--- config.mk ---
export PLATFORM = sky130hd
export DESIGN_NAME = dav_top
export DESIGN_NICKNAME = d
export VERILOG_FILES = /design/src/pkg/dav_pkg.sv /design/src/rtl/dav_axis.sv /design/src/rtl/dav_top.sv
export SDC_FILE = /design/constraint.sdc
export NUM_CORES = 2
export LEC_CHECK = 0
export ABC_AREA = 1
export BUFFER_PORTS_ARGS = -buffer_cell sky130_fd_sc_hd__buf_2
export CAP_MARGIN = 20
export CORE_MARGIN = 2
export CORE_UTILIZATION = 45
export CTS_BUF_LIST = sky130_fd_sc_hd__clkbuf_8
export DETAILED_ROUTE_END_ITERATION = 10
export HOLD_SLACK_MARGIN = 0.1
export PLACE_DENSITY = 0.64
export SETUP_SLACK_MARGIN = 0.05
export SLEW_MARGIN = 20
export SYNTH_ARGS = -nofsm -noshare
export SYNTH_HDL_FRONTEND = slang
export SYNTH_SLANG_ARGS = --single-unit
--- constraint.sdc ---
create_clock -name core_clk -period 13.9 [get_ports core_clk]
set_input_delay 1.39 -clock core_clk [delete_from_list [all_inputs] [get_ports core_clk]]
set_output_delay 1.39 -clock core_clk [all_outputs]
set_load 0.03 [all_outputs]
--- src/pkg/dav_pkg.sv ---
package dav_pkg;

   // Register byte offsets of the delta angle and delta velocity words.
   localparam logic [6:0] ANGLE_X_LOWER_OFS = 7'h24;
   localparam logic [6:0] ANGLE_X_UPPER_OFS = 7'h26;
   localparam logic [6:0] ANGLE_Y_LOWER_OFS = 7'h28;
   localparam logic [6:0] ANGLE_Y_UPPER_OFS = 7'h2A;
   localparam logic [6:0] ANGLE_Z_LOWER_OFS = 7'h2C;
   localparam logic [6:0] ANGLE_Z_UPPER_OFS = 7'h2E;
   localparam logic [6:0] VELOCITY_X_LOWER_OFS = 7'h30;
   localparam logic [6:0] VELOCITY_X_UPPER_OFS = 7'h32;
   localparam logic [6:0] VELOCITY_Y_LOWER_OFS = 7'h34;
   localparam logic [6:0] VELOCITY_Y_UPPER_OFS = 7'h36;
   localparam logic [6:0] VELOCITY_Z_LOWER_OFS = 7'h38;
   localparam logic [6:0] VELOCITY_Z_UPPER_OFS = 7'h3A;

   // Field positions of the two halves within a 32-bit result.
   localparam int UPPER_MSB = 31;
   localparam int UPPER_LSB = 16;
   localparam int LOWER_MSB = 15;
   localparam int LOWER_LSB = 0;

   // Reset values.
   localparam logic [31:0] RESULT_RESET = 32'h0000_0000;
   localparam logic [15:0] WORD_RESET = 16'h0000;
   localparam logic [15:0] COUNT_RESET = 16'h0000;

   // Saturation limits of the 32-bit two's complement result.
   localparam logic [31:0] RESULT_POS_FULL = 32'h7FFF_FFFF;
   localparam logic [31:0] RESULT_NEG_FULL = 32'h8000_0000;

   // Nominal internal sample rate in samples per second.
   localparam int SAMPLE_RATE_SPS = 2000;

   // Scaling: each sample pair is multiplied by a gain and the sum shifted right.
   localparam int ACC_WIDTH = 48;
   localparam int SUM_SHIFT = 8;
   localparam logic [15:0] VELOCITY_GAIN = 16'h8000;
   // Angle gains follow 1/360 : 1/720 : 1/2160 of the maximum delta angle.
   localparam logic [15:0] ANGLE_GAIN_360 = 16'hC000;
   localparam logic [15:0] ANGLE_GAIN_720 = 16'h6000;
   localparam logic [15:0] ANGLE_GAIN_2160 = 16'h2000;

   // Gyroscope range model selection codes.
   localparam logic [1:0] RANGE_360 = 2'h0;
   localparam logic [1:0] RANGE_720 = 2'h1;
   localparam logic [1:0] RANGE_2160 = 2'h2;

   // Axis index within the result array.
   localparam int AX_ANGLE_X = 0;
   localparam int AX_ANGLE_Y = 1;
   localparam int AX_ANGLE_Z = 2;
   localparam int AX_VEL_X = 3;
   localparam int AX_VEL_Y = 4;
   localparam int AX_VEL_Z = 5;
   localparam int NUM_AXES = 6;

   // One set of inertial samples taken on a sample clock tick.
   typedef struct packed {
      logic [15:0] gyro_x;
      logic [15:0] gyro_y;
      logic [15:0] gyro_z;
      logic [15:0] accel_x;
      logic [15:0] accel_y;
      logic [15:0] accel_z;
   } dav_sample_s;

   // Register read request.
   typedef struct packed {
      logic rd_en;
      logic [6:0] addr;
   } dav_read_s;

   // Sequencer states.
   typedef enum logic [1:0] {
      ST_COLLECT = 2'b01,
      ST_PUBLISH = 2'b10
   } dav_state_e;

endpackage : dav_pkg

--- src/rtl/dav_axis.sv ---
`timescale 1ns/10ps
// Trapezoidal integrator for one axis: adds each new sample to the one before it,
// scales the pair by a gain and accumulates it over one decimation period.
module dav_axis
   import dav_pkg::*;
(
   input wire logic core_clk,
   input wire logic rst,
   input wire logic sample_valid,
   input wire logic [15:0] sample,
   input wire logic [15:0] gain,
   input wire logic clear,
   output logic [31:0] result
);

   typedef struct packed {
      logic [15:0] prev;
      logic [ACC_WIDTH-1:0] acc;
   } dav_axis_s;

   dav_axis_s state_q;
   dav_axis_s state_d;
   logic signed [16:0] pair_sum;
   logic signed [33:0] pair_prod;
   logic signed [ACC_WIDTH-1:0] shifted;

   // Pair the sample with the previous one, which carries across period boundaries.
   always_comb
   begin
      state_d = state_q;
      pair_sum = 17'(signed'(sample)) + 17'(signed'(state_q.prev));
      pair_prod = 34'(pair_sum) * signed'({1'b0, gain});
      if (clear)
      begin
         state_d.acc = '0;
      end
      if (sample_valid)
      begin
         state_d.acc = ACC_WIDTH'(signed'(state_d.acc) + ACC_WIDTH'(pair_prod));
         state_d.prev = sample;
      end
   end

   // Scale the running sum and clamp it to the 32-bit code range.
   always_comb
   begin
      shifted = signed'(state_q.acc) >>> SUM_SHIFT;
      if (shifted > ACC_WIDTH'(signed'(RESULT_POS_FULL)))
      begin
         result = RESULT_POS_FULL;
      end
      else if (shifted < ACC_WIDTH'(signed'(RESULT_NEG_FULL)))
      begin
         result = RESULT_NEG_FULL;
      end
      else
      begin
         result = shifted[31:0];
      end
   end

   // State register.
   always_ff @(posedge core_clk)
   begin
      if (rst)
      begin
         state_q <= '0;
      end
      else
      begin
         state_q <= state_d;
      end
   end

endmodule : dav_axis

--- src/rtl/dav_top.sv ---
`timescale 1ns/10ps
// Overview of operation
// - Delta velocity per axis is the sum of consecutive acceleration pairs over a period, scaled by 1/(2 fs).
// - One delta result integrates the decimation setting plus one samples.
// - With the internal sample clock the integration assumes 2000 samples per second.
// - A delta velocity result is kept for each of the x, y and z axes.
// - Each result is split into a low and an upper 16-bit word forming one 32-bit two's complement value.
// - The upper velocity word is two's complement over +/-100 m/s with zero as 0x0000.
// - The low velocity word holds 16 further resolution bits below the upper word.
// - The upper angle word is two's complement with zero as 0x0000 and LSB of max angle over 2^15.
// - The low angle word holds bits 15 to 0 of the 32-bit angle result.
// - In 16-bit view 0x7FFF is the largest positive code and 0x8000 is negative full scale.
// - In 32-bit view 0x7FFFFFFF is the largest positive code and 0x80000000 is negative full scale.
// - Delta angle per axis uses the same trapezoidal sum over gyroscope samples.
// - The delta angle full scale is 360, 720 or 2160 degrees by range model.
module dav_top
   import dav_pkg::*;
(
   input wire logic core_clk,
   input wire logic rst,
   input wire logic sample_valid,
   input wire dav_sample_s sample_in,
   input wire logic [15:0] decimation_setting,
   input wire logic [1:0] range_model,
   input wire dav_read_s read_req,
   output logic [15:0] reg_rdata,
   output logic reg_rvalid,
   output logic sample_ready_output
);

   typedef struct packed {
      dav_state_e state;
      logic [15:0] count;
      logic [NUM_AXES-1:0][31:0] res;
      logic [15:0] rdata;
      logic rvalid;
      logic ready;
   } dav_top_s;

   dav_top_s st_q;
   dav_top_s st_d;
   logic [15:0] angle_gain;
   logic clear_acc;
   logic [NUM_AXES-1:0][15:0] axis_sample;
   logic [NUM_AXES-1:0][15:0] axis_gain;
   logic [NUM_AXES-1:0][31:0] axis_result;
   logic [6:0] word_addr;

   // Angle gain follows the gyroscope range model.
   always_comb
   begin
      if (range_model == RANGE_720)
      begin
         angle_gain = ANGLE_GAIN_720;
      end
      else if (range_model == RANGE_2160)
      begin
         angle_gain = ANGLE_GAIN_2160;
      end
      else
      begin
         angle_gain = ANGLE_GAIN_360;
      end
   end

   // Route each axis its sample and gain; velocity gain assumes the nominal rate.
   always_comb
   begin
      axis_sample[AX_ANGLE_X] = sample_in.gyro_x;
      axis_sample[AX_ANGLE_Y] = sample_in.gyro_y;
      axis_sample[AX_ANGLE_Z] = sample_in.gyro_z;
      axis_sample[AX_VEL_X] = sample_in.accel_x;
      axis_sample[AX_VEL_Y] = sample_in.accel_y;
      axis_sample[AX_VEL_Z] = sample_in.accel_z;
      axis_gain[AX_ANGLE_X] = angle_gain;
      axis_gain[AX_ANGLE_Y] = angle_gain;
      axis_gain[AX_ANGLE_Z] = angle_gain;
      axis_gain[AX_VEL_X] = VELOCITY_GAIN;
      axis_gain[AX_VEL_Y] = VELOCITY_GAIN;
      axis_gain[AX_VEL_Z] = VELOCITY_GAIN;
   end

   // The accumulators restart in the cycle the finished sums are published.
   assign clear_acc = (st_q.state == ST_PUBLISH);

   // One integrator per axis, three gyroscope and three accelerometer.
   for (genvar i = 0; i < NUM_AXES; i++)
   begin : g_axis
      dav_axis u_axis (
         .core_clk(core_clk),
         .rst(rst),
         .sample_valid(sample_valid),
         .sample(axis_sample[i]),
         .gain(axis_gain[i]),
         .clear(clear_acc),
         .result(axis_result[i])
      );
   end

   // Sequencer, output result registers and register read port.
   always_comb
   begin
      st_d = st_q;
      st_d.ready = 1'b0;
      st_d.rvalid = 1'b0;
      word_addr = {read_req.addr[6:1], 1'b0};
      case (st_q.state)
         ST_COLLECT:
         begin
            if (sample_valid)
            begin
               if (st_q.count == decimation_setting)
               begin
                  st_d.count = COUNT_RESET;
                  st_d.state = ST_PUBLISH;
               end
               else
               begin
                  st_d.count = 16'(st_q.count + 16'h0001);
               end
            end
         end
         ST_PUBLISH:
         begin
            st_d.res = axis_result;
            st_d.ready = 1'b1;
            st_d.state = ST_COLLECT;
            // A sample in this cycle opens the next period; at decimation zero it also closes that period.
            if (sample_valid)
            begin
               if (decimation_setting == COUNT_RESET)
               begin
                  st_d.state = ST_PUBLISH;
               end
               else
               begin
                  st_d.count = 16'h0001;
               end
            end
         end
         default:
         begin
            st_d.state = ST_COLLECT;
         end
      endcase
      if (read_req.rd_en)
      begin
         st_d.rvalid = 1'b1;
         if (word_addr == ANGLE_X_LOWER_OFS)
         begin
            st_d.rdata = st_q.res[AX_ANGLE_X][LOWER_MSB:LOWER_LSB];
         end
         else if (word_addr == ANGLE_X_UPPER_OFS)
         begin
            st_d.rdata = st_q.res[AX_ANGLE_X][UPPER_MSB:UPPER_LSB];
         end
         else if (word_addr == ANGLE_Y_LOWER_OFS)
         begin
            st_d.rdata = st_q.res[AX_ANGLE_Y][LOWER_MSB:LOWER_LSB];
         end
         else if (word_addr == ANGLE_Y_UPPER_OFS)
         begin
            st_d.rdata = st_q.res[AX_ANGLE_Y][UPPER_MSB:UPPER_LSB];
         end
         else if (word_addr == ANGLE_Z_LOWER_OFS)
         begin
            st_d.rdata = st_q.res[AX_ANGLE_Z][LOWER_MSB:LOWER_LSB];
         end
         else if (word_addr == ANGLE_Z_UPPER_OFS)
         begin
            st_d.rdata = st_q.res[AX_ANGLE_Z][UPPER_MSB:UPPER_LSB];
         end
         else if (word_addr == VELOCITY_X_LOWER_OFS)
         begin
            st_d.rdata = st_q.res[AX_VEL_X][LOWER_MSB:LOWER_LSB];
         end
         else if (word_addr == VELOCITY_X_UPPER_OFS)
         begin
            st_d.rdata = st_q.res[AX_VEL_X][UPPER_MSB:UPPER_LSB];
         end
         else if (word_addr == VELOCITY_Y_LOWER_OFS)
         begin
            st_d.rdata = st_q.res[AX_VEL_Y][LOWER_MSB:LOWER_LSB];
         end
         else if (word_addr == VELOCITY_Y_UPPER_OFS)
         begin
            st_d.rdata = st_q.res[AX_VEL_Y][UPPER_MSB:UPPER_LSB];
         end
         else if (word_addr == VELOCITY_Z_LOWER_OFS)
         begin
            st_d.rdata = st_q.res[AX_VEL_Z][LOWER_MSB:LOWER_LSB];
         end
         else if (word_addr == VELOCITY_Z_UPPER_OFS)
         begin
            st_d.rdata = st_q.res[AX_VEL_Z][UPPER_MSB:UPPER_LSB];
         end
         else
         begin
            st_d.rdata = WORD_RESET;
         end
      end
   end

   // State register.
   always_ff @(posedge core_clk)
   begin
      if (rst)
      begin
         st_q.state <= ST_COLLECT;
         st_q.count <= COUNT_RESET;
         st_q.res <= {NUM_AXES{RESULT_RESET}};
         st_q.rdata <= WORD_RESET;
         st_q.rvalid <= 1'b0;
         st_q.ready <= 1'b0;
      end
      else
      begin
         st_q <= st_d;
      end
   end

   // Outputs come straight from the state flip-flops.
   assign reg_rdata = st_q.rdata;
   assign reg_rvalid = st_q.rvalid;
   assign sample_ready_output = st_q.ready;

endmodule : dav_top

==> impl_metrics.toml <==
[yosys]
synth_edf_count = 0
yosysWarnings = 0
synth_nets = 7857
synthArstFlopShare = 0
yosysTopAreaCellShare = 0.225
synth.distinct_cells = 58
ys.flop_type = "dfxtp_1"
avgSynthCellArea_um2 = 6.69
syn_area_um2 = 46800
yosysTopAreaCell = "dfxtp_1"
yosysMostFrequentCell = "nand2_1"
synthTopCellsByArea = "dfxtp_1 (22%), ha_1 (17%), nand2_1 (9.1%), nor2_1 (8.9%), inv_1 (8.5%)"
ys_ff_latch = 525
syn_inst = 6996
seq_area_frac_synth = 0.225
synth_common_cells = "nand2_1 (1132), nor2_1 (1115), inv_1 (1060)"

[clock_network]
clk_pin_slew_ps = 60
root_buffer = "clkbuf_8"
cts_sinks = 525
clk_path_buf_depth = 3
clk_latency_ps = 790
ctsHoldBuffers = 0
cts_resized = 0
cts-buffers-inserted = 99
cts_setup_buffers = 0
cts_tree = "done"
htree_levels = 3

[critical_path]
startpoint_type = "input pin"
end_kind = "flip-flop"
critPathMaxStageDelay_ps = 490
cp_common_cell = "ha_1"
critical_path_class = "input pin to flip-flop"
worstPathRequired_ps = 14540
cp_max_fo = 4
arrival_ps = 7420
cpLargestDelayFamily = "adder cells"
crit_slowest_cell = "fa_1"
path_buf_inv = 6

[sta]
finalHoldViolCount = 0
tightest_slew_ps = 1130
post-route-min-period_ps = 6780
worst_slack_ps = 7120
tns_ps = 0
slew_violations = 0
period_share = 0.488
rsz0062_at_grt = "false"
setup_viol = 0
relSlewSlack = 0.248
clock.fmax_mhz = 147
skew_ps = 66.4

[placed_design]
io_buffers = 141
dp_hpwl_um = 99600
post-place-ws_ps = 6330
placed_area_um2 = 48300
gp_congestion = 0.965
dpl.cell_count = 8287

[cells_and_area]
num-fill-cells = 10800
drive_gt1_frac = 0.0571
layoutNonFillerInstCount = 8470
fin_nets = 7869
final_cell_area_um2 = 50500
regArea_um2 = 10500
multi_input_area_um2 = 31200
synthToLayoutAreaGrowth_pct = 7.97

[worst_hold_path]
hold_class = "flip-flop to flip-flop"

[floorplan]
coreArea_um2 = 103000
initial_core_util = 0.453
ios = 143
num_rows = 118
fp.dieH_um = 326
die-area_um2 = 107000
die_width_um = 326

[routing]
drc = 0
wl_per_cell_um = 15.4
vias = 44200
drtIter0Drc = 2864
viasPerCell = 5.22
ant_nets = 0
dr.pass1.iters = 5
wirelength_um = 130000

[status]
run_status = "complete, no violations"

[power_and_ir_drop]
max-vdd-ir-drop_mv = 0.128
leakage_nw = 26.9
p_per_area_nw_per_um2 = 213

[global_routing]
grt_max_degree = 174
grt_overflow = 0
grt.total_usage = 0.239
grt_pass1_vias = 41300
antenna_found_initial = 6
grt_pass1_wl_um = 212000

[flow_run]
cap_violations = 0
[placed cells by master, fill, tap and decap left out, drive strengths merged, types with 2 or more instances in the layout]
master,n
inv,1098
and3,2
nor3,61
nor3b,3
o31ai,8
a21oi,574
buf,163
xor2,149
o41ai,2
or2,15
o211ai,26
xnor2,51
nand3b,17
a32o,3
a221oi,32
a21boi,8
o21ai,578
a31oi,25
nor4,26
o21bai,26
nand3,358
o221ai,4
dfxtp,525
a211oi,11
nor2,1132
a21o,33
fa,117
o21a,17
clkbuf,124
nand2,1143
diode,2
bufinv,7
clkinv,22
ha,619
nand4,96
o22ai,10
[metal layers]
metal	part of all wire	track usage	vias up
li1	-	-	22800
met1	0.47	0.328	20400
met2	0.46	0.396	857
met3	0.047	0.0298	164
met4	0.025	0.0629	4
met5	0.00026	0	-
[logic make-up after synthesis]
family	count (synthesis)	share of synthesized area
AOI/OAI and AO/OA	1360	0.158
and+or+nand+nor	2853	0.254
xor gates and xnor gates	200	0.0374
DFF	525	0.225
adders and majority gates	736	0.216
buffers and inverters	1322	0.110
[tightest hold or removal path: stages, from the launching register on]
cell	delay, ps
dfxtp_1	310
nand2_1	60
a221oi_1	60
[flip-flops by register name (all words and copies together), names as in the netlist]
register and count:
g_axis.u_axis.shifted 219, st_q 192, g_axis.u_axis.state_q 96, reg_rdata 16
reg_rvalid 1, sample_ready_output 1
[stage by stage]
stage / hold slack (ps) / utilization / total power, W
floorplan: 416 / - / 0.00735
global placement: 427 / 0.468 / 0.00905
detailed placement: 429 / 0.468 / 0.00910
CTS: 432 / 0.489 / 0.0109
global route: 451 / 0.489 / 0.0120
finish: 436 / 0.489 / 0.0108
[path summary, 6_finish.rpt]
path                                                   start                            to  slack (ps)  depth (start not counted)
worst min register to register   g_axis[0].u_axis.shifted[6]                      st_q[24]         440                          2
worst max register to register  g_axis[0].u_axis.state_q[48]  g_axis[0].u_axis.shifted[38]        7540                         27
worst min-delay path             g_axis[0].u_axis.shifted[6]                      st_q[24]         440                          2
worst max-delay path                           sample_in[48]  g_axis[2].u_axis.shifted[38]        7120                         28
[final cells by class]
class | count | share of cell area
multi-input combinational | 5149 | 0.617
sequential | 525 | 0.208
inverter | 1068 | 0.0798
tap | 1380 | 0.0342
clock buffer | 122 | 0.0332
timing repair buffer | 165 | 0.0181
clock inverter | 59 | 0.00958
antenna | 2 | 0.0000991
[where the power goes]
part	internal [W]	switching (W)	leakage, nW	total (W)
sequential	0.00180	0.000193	4.32	0.00200
clock	0.000930	0.000745	1.23	0.00168
combinational	0.00248	0.00462	21.3	0.00710
total	0.00521	0.00556	26.9	0.0108
No activity file was read; power rests on OpenSTA's default activity.
